$ cat config.mk
export PLATFORM = sky130hd
export DESIGN_NAME = phx_regs
export DESIGN_NICKNAME = d
export VERILOG_FILES = /design/src/phx_pkg.sv /design/src/phx_regs.sv /design/src/phx_sticky_flag.sv
export VERILOG_INCLUDE_DIRS = /design/src
export SDC_FILE = /design/constraint.sdc
export NUM_CORES = 1
export LEC_CHECK = 0
export BUFFER_PORTS_ARGS = -buffer_cell sky130_fd_sc_hd__buf_2
export CORE_ASPECT_RATIO = 1.1
export CORE_MARGIN = 1.5
export CORE_UTILIZATION = 49
export DETAILED_ROUTE_END_ITERATION = 7
export PLACE_DENSITY = 0.89
export SLEW_MARGIN = 20
export SYNTH_ARGS = -nofsm -noshare
export SYNTH_HDL_FRONTEND = slang
export SYNTH_SLANG_ARGS = --single-unit
export TNS_END_PERCENT = 10
$ cat constraint.sdc
create_clock -name clk_sys -period 1.5 [get_ports clk_sys]
set_input_delay 0.075 -clock clk_sys [delete_from_list [all_inputs] [get_ports clk_sys]]
set_output_delay 0.075 -clock clk_sys [all_outputs]
set_load 0.05 [all_outputs]
$ cat src/phx_defines.svh
`ifndef PHX_DEFINES_SVH
`define PHX_DEFINES_SVH

// Notes on behaviour
// - Capability register reads fixed 0x3000 pattern
// - Fast descrambler lock and link shown live
// - Fast error flags self-clear; low byte zero
// - Gigabit descrambler lock and link shown live
// - Gigabit error flags self-clear on read
// - Legacy partner detection flag in bit six
// - Crossover error flag; low five bits zero
// - Bit fifteen disables the transmitter
// - Bits fourteen to twelve bypass coding stages
// - Bits eleven and ten bypass PCS paths
// - Bit nine bypasses inhibit timer; bit eight reserved
// - Sticky bit seven disables forced-speed crossover
// - Sticky bit six turns legacy detection off
// - Sticky bits disable pair swap, polarity fix
// - Sticky bit three honours advertised ability
// - Bit two disables pulse shaping filter
// - Sticky bit one stops automatic next pages
// - Clock output enable defaults from strap
// - Sticky bits survive soft reset when enabled

// ==========================================================
// Register addresses
`define PHX_ADDR_CAP            5'h0F
`define PHX_ADDR_FAST           5'h10
`define PHX_ADDR_GIGA           5'h11
`define PHX_ADDR_BYPASS         5'h12

// ==========================================================
// Fixed and default values
`define PHX_CAP_VALUE           16'h3000
`define PHX_BYPASS_DEFAULT      16'h0088
`define PHX_BYPASS_WR_MASK      16'hFEFF
`define PHX_BYPASS_STICKY_MASK  16'h00FB
`define PHX_UNMAPPED_VALUE      16'h0000

// ==========================================================
// Path bypass control field positions
`define PHX_BYP_TX_DISABLE      15
`define PHX_BYP_4B5B            14
`define PHX_BYP_SCRAMBLER       13
`define PHX_BYP_DESCRAMBLER     12
`define PHX_BYP_PCS_RX          11
`define PHX_BYP_PCS_TX          10
`define PHX_BYP_FAIL_INHIBIT    9
`define PHX_BYP_RESERVED        8
`define PHX_BYP_MDIX_FORCED     7
`define PHX_BYP_LEGACY_DIS      6
`define PHX_BYP_PAIR_SWAP_DIS   5
`define PHX_BYP_POLARITY_DIS    4
`define PHX_BYP_PARALLEL_DET    3
`define PHX_BYP_PULSE_SHAPE     2
`define PHX_BYP_NEXT_PAGE_DIS   1
`define PHX_BYP_CLK_OUT_EN      0

// ==========================================================
// Event vector widths
`define PHX_FAST_EVENTS         6
`define PHX_GIGA_EVENTS         7

`endif

$ cat src/phx_pkg.sv
package phx_pkg;

    typedef logic [15:0] phx_word_t;
    typedef logic [4:0]  phx_addr_t;

endpackage : phx_pkg

$ cat src/phx_regs.sv
`include "phx_defines.svh"

module phx_regs (
    input  wire logic                         clk_sys,
    input  wire logic                         rst,
    input  wire logic                         soft_reset,
    input  wire logic                         sticky_reset_enable,
    input  wire logic                         config_strap_default,
    input  wire phx_pkg::phx_addr_t           mgmt_addr,
    input  wire logic                         mgmt_rd,
    input  wire logic                         mgmt_wr,
    input  wire phx_pkg::phx_word_t           mgmt_wdata,
    output phx_pkg::phx_word_t                mgmt_rdata,
    output logic                              mgmt_rvalid,
    input  wire logic                         fast_descrambler_locked,
    input  wire logic                         fast_link_up,
    input  wire logic [`PHX_FAST_EVENTS-1:0]  fast_event,
    input  wire logic                         giga_descrambler_locked,
    input  wire logic                         giga_link_up,
    input  wire logic [`PHX_GIGA_EVENTS-1:0]  giga_event,
    input  wire logic                         legacy_partner_seen,
    input  wire logic                         crossover_error_seen,
    output logic                              tx_disable,
    output logic                              bypass_4b5b,
    output logic                              bypass_scrambler,
    output logic                              bypass_descrambler,
    output logic                              bypass_pcs_rx,
    output logic                              bypass_pcs_tx,
    output logic                              bypass_link_fail_inhibit_timer,
    output logic                              forced_auto_mdix_disable,
    output logic                              legacy_detect_disable,
    output logic                              pair_swap_disable,
    output logic                              polarity_correct_disable,
    output logic                              parallel_detect_honour,
    output logic                              pulse_shaping_disable,
    output logic                              auto_next_page_disable,
    output logic                              clock_output_pin_enable
);

    // =======================================================
    // Helpers
    function automatic logic phx_hit(input phx_pkg::phx_addr_t a, input phx_pkg::phx_addr_t target);
        phx_hit = (a == target);
    endfunction : phx_hit

    function automatic phx_pkg::phx_word_t phx_bypass_default(input logic strap);
        phx_bypass_default = `PHX_BYPASS_DEFAULT | {15'h0000, strap};
    endfunction : phx_bypass_default

    // =======================================================
    // Declarations
    phx_pkg::phx_word_t                ctrl;
    phx_pkg::phx_word_t                next_rdata;
    logic                              strap_done;
    logic                              strap_latched;
    logic [`PHX_FAST_EVENTS-1:0]       fast_flags;
    logic [`PHX_GIGA_EVENTS-1:0]       giga_flags;
    logic                              legacy_live;
    logic                              rd_cap;
    logic                              rd_fast;
    logic                              rd_giga;
    logic                              rd_bypass;
    logic                              wr_bypass;
    logic                              fast_clear;
    logic                              giga_clear;

    assign rd_cap     = mgmt_rd && phx_hit(mgmt_addr, `PHX_ADDR_CAP);
    assign rd_fast    = mgmt_rd && phx_hit(mgmt_addr, `PHX_ADDR_FAST);
    assign rd_giga    = mgmt_rd && phx_hit(mgmt_addr, `PHX_ADDR_GIGA);
    assign rd_bypass  = mgmt_rd && phx_hit(mgmt_addr, `PHX_ADDR_BYPASS);
    assign wr_bypass  = mgmt_wr && phx_hit(mgmt_addr, `PHX_ADDR_BYPASS);
    assign fast_clear = rd_fast || soft_reset;
    assign giga_clear = rd_giga || soft_reset;

    // Detection is suppressed while its disable is set
    assign legacy_live = legacy_partner_seen && !ctrl[`PHX_BYP_LEGACY_DIS];

    // =======================================================
    // Self-clearing event flags
    phx_sticky_flag #(
        .W (`PHX_FAST_EVENTS)
    ) u_fast_flags (
        .clk_sys  (clk_sys),
        .rst      (rst),
        .event_in (fast_event),
        .clear    (fast_clear),
        .flags    (fast_flags)
    );

    phx_sticky_flag #(
        .W (`PHX_GIGA_EVENTS)
    ) u_giga_flags (
        .clk_sys  (clk_sys),
        .rst      (rst),
        .event_in (giga_event),
        .clear    (giga_clear),
        .flags    (giga_flags)
    );

    // =======================================================
    // Strap capture after reset release
    always_ff @(posedge clk_sys or posedge rst) begin
        if (rst) begin
            strap_done <= 1'b0;
        end else begin
            strap_done <= 1'b1;
        end
    end

    always_ff @(posedge clk_sys or posedge rst) begin
        if (rst) begin
            strap_latched <= 1'b0;
        end else if (!strap_done) begin
            strap_latched <= config_strap_default;
        end
    end

    // =======================================================
    // Path bypass control register
    always_ff @(posedge clk_sys or posedge rst) begin
        if (rst) begin
            ctrl <= `PHX_BYPASS_DEFAULT;
        end else if (!strap_done) begin
            ctrl <= phx_bypass_default(config_strap_default);
        end else if (soft_reset) begin
            if (sticky_reset_enable) begin
                ctrl <= (ctrl & `PHX_BYPASS_STICKY_MASK) | (`PHX_BYPASS_DEFAULT & ~`PHX_BYPASS_STICKY_MASK);
            end else begin
                ctrl <= phx_bypass_default(strap_latched);
            end
        end else if (wr_bypass) begin
            ctrl <= mgmt_wdata & `PHX_BYPASS_WR_MASK;
        end
    end

    assign tx_disable                     = ctrl[`PHX_BYP_TX_DISABLE];
    assign bypass_4b5b                    = ctrl[`PHX_BYP_4B5B];
    assign bypass_scrambler               = ctrl[`PHX_BYP_SCRAMBLER];
    assign bypass_descrambler             = ctrl[`PHX_BYP_DESCRAMBLER];
    assign bypass_pcs_rx                  = ctrl[`PHX_BYP_PCS_RX];
    assign bypass_pcs_tx                  = ctrl[`PHX_BYP_PCS_TX];
    assign bypass_link_fail_inhibit_timer = ctrl[`PHX_BYP_FAIL_INHIBIT];
    assign forced_auto_mdix_disable       = ctrl[`PHX_BYP_MDIX_FORCED];
    assign legacy_detect_disable          = ctrl[`PHX_BYP_LEGACY_DIS];
    assign pair_swap_disable              = ctrl[`PHX_BYP_PAIR_SWAP_DIS];
    assign polarity_correct_disable       = ctrl[`PHX_BYP_POLARITY_DIS];
    assign parallel_detect_honour         = ctrl[`PHX_BYP_PARALLEL_DET];
    assign pulse_shaping_disable          = ctrl[`PHX_BYP_PULSE_SHAPE];
    assign auto_next_page_disable         = ctrl[`PHX_BYP_NEXT_PAGE_DIS];
    assign clock_output_pin_enable        = ctrl[`PHX_BYP_CLK_OUT_EN];

    // =======================================================
    // Read path
    always_comb begin
        next_rdata = `PHX_UNMAPPED_VALUE;
        if (rd_cap) begin
            next_rdata = `PHX_CAP_VALUE;
        end else if (rd_fast) begin
            next_rdata = {fast_descrambler_locked, fast_flags[5], fast_flags[4], fast_link_up,
                          fast_flags[3:0], 8'h00};
        end else if (rd_giga) begin
            next_rdata = {giga_descrambler_locked, giga_flags[6], giga_flags[5], giga_link_up,
                          giga_flags[4:0], legacy_live, crossover_error_seen, 5'h00};
        end else if (rd_bypass) begin
            next_rdata = ctrl;
        end
    end

    always_ff @(posedge clk_sys or posedge rst) begin
        if (rst) begin
            mgmt_rdata <= 16'h0000;
        end else if (mgmt_rd) begin
            mgmt_rdata <= next_rdata;
        end
    end

    always_ff @(posedge clk_sys or posedge rst) begin
        if (rst) begin
            mgmt_rvalid <= 1'b0;
        end else begin
            mgmt_rvalid <= mgmt_rd;
        end
    end
endmodule : phx_regs

$ cat src/phx_sticky_flag.sv
module phx_sticky_flag #(
    parameter int W = 1
) (
    input  wire logic         clk_sys,
    input  wire logic         rst,
    input  wire logic [W-1:0] event_in,
    input  wire logic         clear,
    output logic      [W-1:0] flags
);

    // =======================================================
    // Latch events; a new event outranks the clear
    always_ff @(posedge clk_sys or posedge rst) begin
        if (rst) begin
            flags <= '0;
        end else begin
            flags <= (flags & ~{W{clear}}) | event_in;
        end
    end

endmodule : phx_sticky_flag
==> results of run 1 <==
-- cell usage after synthesis, types with 5 or more instances --
master,n
nor2b_1,7
nand3_1,9
inv_1,7
a21o_1,14
o21ai_0,10
nand4_1,5
a22o_1,5
a21oi_1,8
o2bb2ai_1,5
nor4_1,7
clkbuf_1,6
a221o_1,5
dfrtp_1,45
o221ai_1,5
-- worst paths after layout --
check	start	end	depth (start not counted)	slack (ps)
max in group asynchronous	rst	ctrl[0]$_DFFE_PP0P_	4	720
min in group asynchronous	rst	mgmt_rdata[8]$_DFFE_PP0P_	3	290
worst max register to register	strap_done$_DFF_PP0_	ctrl[1]$_DFFE_PP0P_	3	330
worst max-delay path	ctrl[7]$_DFFE_PP1P_	forced_auto_mdix_disable	1	290
worst min register to register	u_giga_flags.flags[5]$_DFF_PP0_	u_giga_flags.flags[5]$_DFF_PP0_	1	480
worst min-delay path	mgmt_wdata[11]	ctrl[11]$_DFFE_PP0P_	3	4
-- layer usage --
| layer | up-vias | routed length (um) |
|---|---|---|
| met5 | - | 0 |
| li1 | 921 | - |
| met2 | 110 | 2760 |
| met1 | 940 | 2330 |
| met4 | 0 | 180 |
| met3 | 18 | 407 |
-- kinds of logic (layout without fill, tap and decap cells) --
kind of cell | count (synthesis) | after routing | share of synthesized area, %
AO/OA/AOI/OAI | 65 | 65 | 22.7
AND/OR/NAND/NOR | 54 | 54 | 17.3
flip-flops | 47 | 47 | 54.2
buffers and inverters | 20 | 116 | 4.20
multiplexers | 3 | 3 | 1.38
other | 1 | 1 | 0.172
-- power breakdown --
part | internal [W] | switching [W]
Clock | 0.000372 | 0.000412
Sequential | 0.00131 | 0.0000253
Combinational | 0.000153 | 0.000228
-- cell type report --
cell class / instances / area share [%]
flip-flops and latches: 47 / 40.9
multi-input cells: 123 / 31.4
repair buffers: 100 / 21.1
clock buffers: 7 / 3.00
well taps: 54 / 2.35
inverters: 8 / 1.04
clock inverters: 1 / 0.174
-- repair_timing --
item	CTS	global route
buffers inserted	0	0
endpoints found under the hold margin	30	0
hold buffers	15	0
-- stage by stage --
step / hold slack, ps / util (%)
6_report: 4.31 / 67.2
5_1_grt: 8.40 / 67.2
4_1_cts: 5.35 / 67.2
3_5_place_dp: 89.8 / 61.6
3_3_place_gp: 83.7 / 61.6
2_1_floorplan: 106 / -
-- flip-flops by register name (all words and copies together), names as in the netlist --
signal              flops
ctrl                   15
strap_latched           1
u_fast_flags.flags      6
strap_done              1
mgmt_rvalid             1
mgmt_rdata             16
u_giga_flags.flags      7
==> impl_metrics.tcl, run 1 <==
set metrics [dict create \
    endpoint_kind "output port" \
    crit_type "flop to output port" \
    grt_busiest_layer "met2" \
    antenna_found_initial 0 \
    wl_per_cell_um 16.7 \
    grtUsageMet3_pct 4.78 \
    final_common_cell "buf_2" \
    cts_resized 0 \
    syn_inst 190 \
    p_leak_nw 1.39 \
    hold_viol_final 0 \
    outcome "completed" \
    drc 0 \
    clock_skew_ps 6.68 \
    crit_path_cell_trace "buf_2" \
    cp.required_ps 1420 \
    diodes 0 \
    pin_count 79 \
    critPathMaxStageDelay_ps 570 \
    multi_input_area_um2 905 \
    synth_nets 237 \
    drive_gt1_share_pct 36.4 \
    place_inst 317 \
    timing.final.ws_setup_ps 287 \
    yosys_warnings 0 \
    min_period_ps 1210 \
    htree_levels 2 \
    grt_max_degree 30 \
    ys.flop_type "dfrtp_1" \
    coreArea_um2 4290 \
    die_x_um 66.5 \
    die_y_um 72.9 \
    cp_slowest_cell "dfstp_2" \
    gp_congestion 0.909 \
    critical_path_arrival_ps 1140 \
    start_util_pct 50.7 \
    maxCapViolations 0 \
    cts_buffers 5 \
    period_share_pct 80.9 \
    rows 25 \
    final_cell_area_um2 2880 \
    startpoint_type "flop" \
    grt_pass1_vias 1872 \
    synth_top_area_cell "dfrtp_1" \
    placement.io_buffers 77 \
    syn-cell-area_um2 2170 \
    track_usage_pct 25.0 \
    max_freq_ghz 0.825 \
    nets 332 \
    met1_usage_pct 33.4 \
    final_cell_count_no_fill 340 \
    clock-sinks 47 \
    async_reset_ff_share_pct 100 \
    ys_seq_area_share_pct 54.2 \
    cts.clk_slew.worst_paths_ps 80 \
    grt_pass1_wl_mm 8.97 \
    drv_slew 0 \
    first_pass_iters 4 \
    avgSynthCellArea_um2 11.4 \
    via_per_inst 5.85 \
    cts_tree "done" \
    ys_types 42 \
    fin_tns_setup_ps 0 \
    ff_latch_area_um2 1180 \
    placed_cell_area_um2 2640 \
    synth_edf_count 0 \
    path_buf_inv 1 \
    grt-ovfl-total 0 \
    drt_iter0_drc 119 \
    crit_family "flip-flops" \
    ant_nets 0 \
    drt_wl_total_mm 5.68 \
    gr-usage-met2_pct 39.3 \
    yosys.area.top_type_share_pct 51.8 \
    cts_buffer_depth 2 \
    finalPower_w 0.00250 \
    synthTopCellsByArea "dfrtp_1 (52%), a21o_1 (4.8%), dfstp_2 (2.4%), a221o_1 (2.3%), o21ai_0 (2.3%)" \
    area_growth_syn_to_layout_pct 32.5 \
    nFillCells 320 \
    ys_ff_latch 47 \
    cp_max_fo 4 \
    clock_latency_ps 310 \
    final_cell_mix "buf_2 (77), dfrtp_1 (45), dlygate4sd3_1 (15), a21o_1 (14), o21ai_0 (10)" \
    via_count 1989 \
    power.density_nw_per_um2 868 \
    hold_path.class "input pin to flop" \
    rsz0062_at_grt "false" \
    cts_root_buf "clkbuf_8" \
    ir_worst_vdd_v 0.000516 \
    place_hpwl_mm 3.97 \
    setup_violations 0 \
    dieArea_um2 4850 \
    pre_cts_slack_ps 130 \
]
Power figures use the tool's default switching activity.
==> run 2, diff against run 1 <==
==> constraint.sdc (replaced) <==
create_clock -name clk_sys -period 1.25 [get_ports clk_sys]
set_input_delay 0.0625 -clock clk_sys [delete_from_list [all_inputs] [get_ports clk_sys]]
set_output_delay 0.0625 -clock clk_sys [all_outputs]
set_load 0.05 [all_outputs]
==> impl_metrics.tcl, run 2 (synthesis results as in run 1) <==
set metrics [dict create \
    drc 0 \
    largest_register_ff_count 16 \
    crit_start "ctrl[7]$_DFFE_PP1P_" \
    fin_hold_ws_ps 16.8 \
    clock_latency_ps 300 \
    crit_path_cell_trace "buf_2" \
    final_common_cell "buf_2" \
    startpoint_type "flop" \
    cp.required_ps 1190 \
    rsz0062_at_grt "false" \
    period_share_pct 95.7 \
    hold_viol_final 0 \
    hold_depth 3 \
    start_util_pct 50.7 \
    grt_pass1_wl_mm 9.56 \
    area_growth_syn_to_layout_pct 39.4 \
    crit_type "flop to output port" \
    pin_count 79 \
    grt_max_degree 28 \
    clock-sinks 47 \
    cts_tree "done" \
    fin_util_pct 70.7 \
    via_count 2080 \
    final_cell_mix "buf_2 (77), dfrtp_1 (44), buf_4 (20), dlygate4sd3_1 (18), a21o_1 (14)" \
    r2r-start "strap_done$_DFF_PP0_" \
    path_buf_inv 1 \
    cts_buffers 5 \
    grt-ovfl-total 0 \
    dieArea_um2 4850 \
    cp_slowest_cell "dfstp_2" \
    first_pass_iters 4 \
    path_depth 1 \
    max_freq_ghz 0.836 \
    rows 25 \
    placement.io_buffers 77 \
    p_comb_share_pct 15.7 \
    clock_skew_ps 5.34 \
    swShare_pct 25.5 \
    fin_tns_setup_ps 0 \
    coreArea_um2 4290 \
    finalPower_w 0.00318 \
    power.density_nw_per_um2 1050 \
    gp_congestion 0.948 \
    cp_max_fo 4 \
    reg2reg_slack_ps 110 \
    diodes 0 \
    die_x_um 66.5 \
    p_switching_w 0.000810 \
    cts_buffer_depth 2 \
    drive_gt1_share_pct 39.5 \
    drt_wl_total_mm 6.07 \
    ir_worst_vdd_v 0.000631 \
    crit_end "forced_auto_mdix_disable" \
    cts.clk_slew.worst_paths_ps 80 \
    p_leak_nw 1.47 \
    internal_power_w 0.00237 \
    crit_family "flip-flops" \
    grt_pass1_vias 1975 \
    critPathMaxStageDelay_ps 570 \
    endpoint_kind "output port" \
    maxCapViolations 0 \
    antenna_found_initial 0 \
    critical_path_arrival_ps 1130 \
    min_period_ps 1200 \
    top_register "mgmt_rdata" \
    nFillCells 292 \
    ant_nets 0 \
    die_y_um 72.9 \
    cts_root_buf "clkbuf_8" \
    wl_per_cell_um 17.1 \
    seqPwrFrac_pct 50.5 \
    hold_path.class "input pin to flop" \
    reg_top3 "mgmt_rdata: 16 flops, ctrl: 15 flops, u_giga_flags.flags: 7 flops" \
    via_per_inst 5.86 \
    track_usage_pct 26.4 \
    htree_levels 2 \
    drv_slew 0 \
    drt_iter0_drc 158 \
    outcome "completed" \
    nets 348 \
    clock_power_share_pct 33.9 \
    setup_violations 0 \
    reg2reg_depth 3 \
    post_cts_buffers 0 \
    place_hpwl_mm 4.24 \
    r2r_end "ctrl[0]$_DFFE_PP0P_" \
]
## run 2: cell count changes in the layout (fill, tap and decap cells not counted)
cell and change:
buf_4 +13, bufinv_16 +1, clkbuf_1 -1, clkbuf_8 -1, clkinv_2 -1, clkinvlp_4 +1, dfrtp_1 -1, dfrtp_2 +1
dlygate4sd3_1 +3, nand2b_1 -1, nand2b_4 +1
## run 2: power groups by stage
stage	sequential (W)	combinational, W	clock, W
finish	0.00160	0.000498	0.00108
global route	0.00161	0.000532	0.00117
CTS	0.00160	0.000485	0.00109
detailed placement	0.00163	0.000442	0
global placement	0.00163	0.000429	0
floorplan	0.00170	0.000180	0
## run 2: area by class of cell
type	instances	area [um2]	share of cell area, %
clock buffers	5	68.8	2.27
clock inverters	2	37.5	1.24
inverters	8	30.0	0.991
multi-input cells	123	912	30.1
flip-flops and latches	47	1180	38.9
well taps	54	67.6	2.23
repair buffers	116	736	24.3
## run 2: stage by stage
step	cells	setup slack [ps]	instance area (um2)
2_1_floorplan	190	-30.3	2180
3_3_place_gp	330	44.5	2740
3_5_place_dp	330	-37.5	2740
4_1_cts	354	46.8	3010
5_1_grt	355	25.6	3030
6_report	355	53.9	3030
## run 2: worst min path at each step
stage	startpoint	to	slack (ps)
global route	mgmt_wdata[9]	ctrl[9]$_DFFE_PP0P_	8
floorplan	mgmt_rd	mgmt_rvalid$_DFF_PP0_	90
finish	mgmt_wdata[2]	ctrl[2]$_DFFE_PP0P_	20
CTS	mgmt_wdata[14]	ctrl[14]$_DFFE_PP0P_	2
global placement	rst	mgmt_rdata[8]$_DFFE_PP0P_	100
detailed placement	rst	mgmt_rdata[8]$_DFFE_PP0P_	100
## run 2: layer usage
layer  share of wire, %  up-vias  track usage (%)
met2                 49      123             41.8
li1                   -      956                -
met1                 39      978             36.0
met3                7.9       23             4.63
met4                3.2        0             10.9
met5                  0        -                0
## run 2: what timing repair did
action                     4_1_cts  5_1_grt
setup endpoints to repair        0        1
resized for setup                0        1
hold endpoints to repair        34        1
hold buffers                    17        1
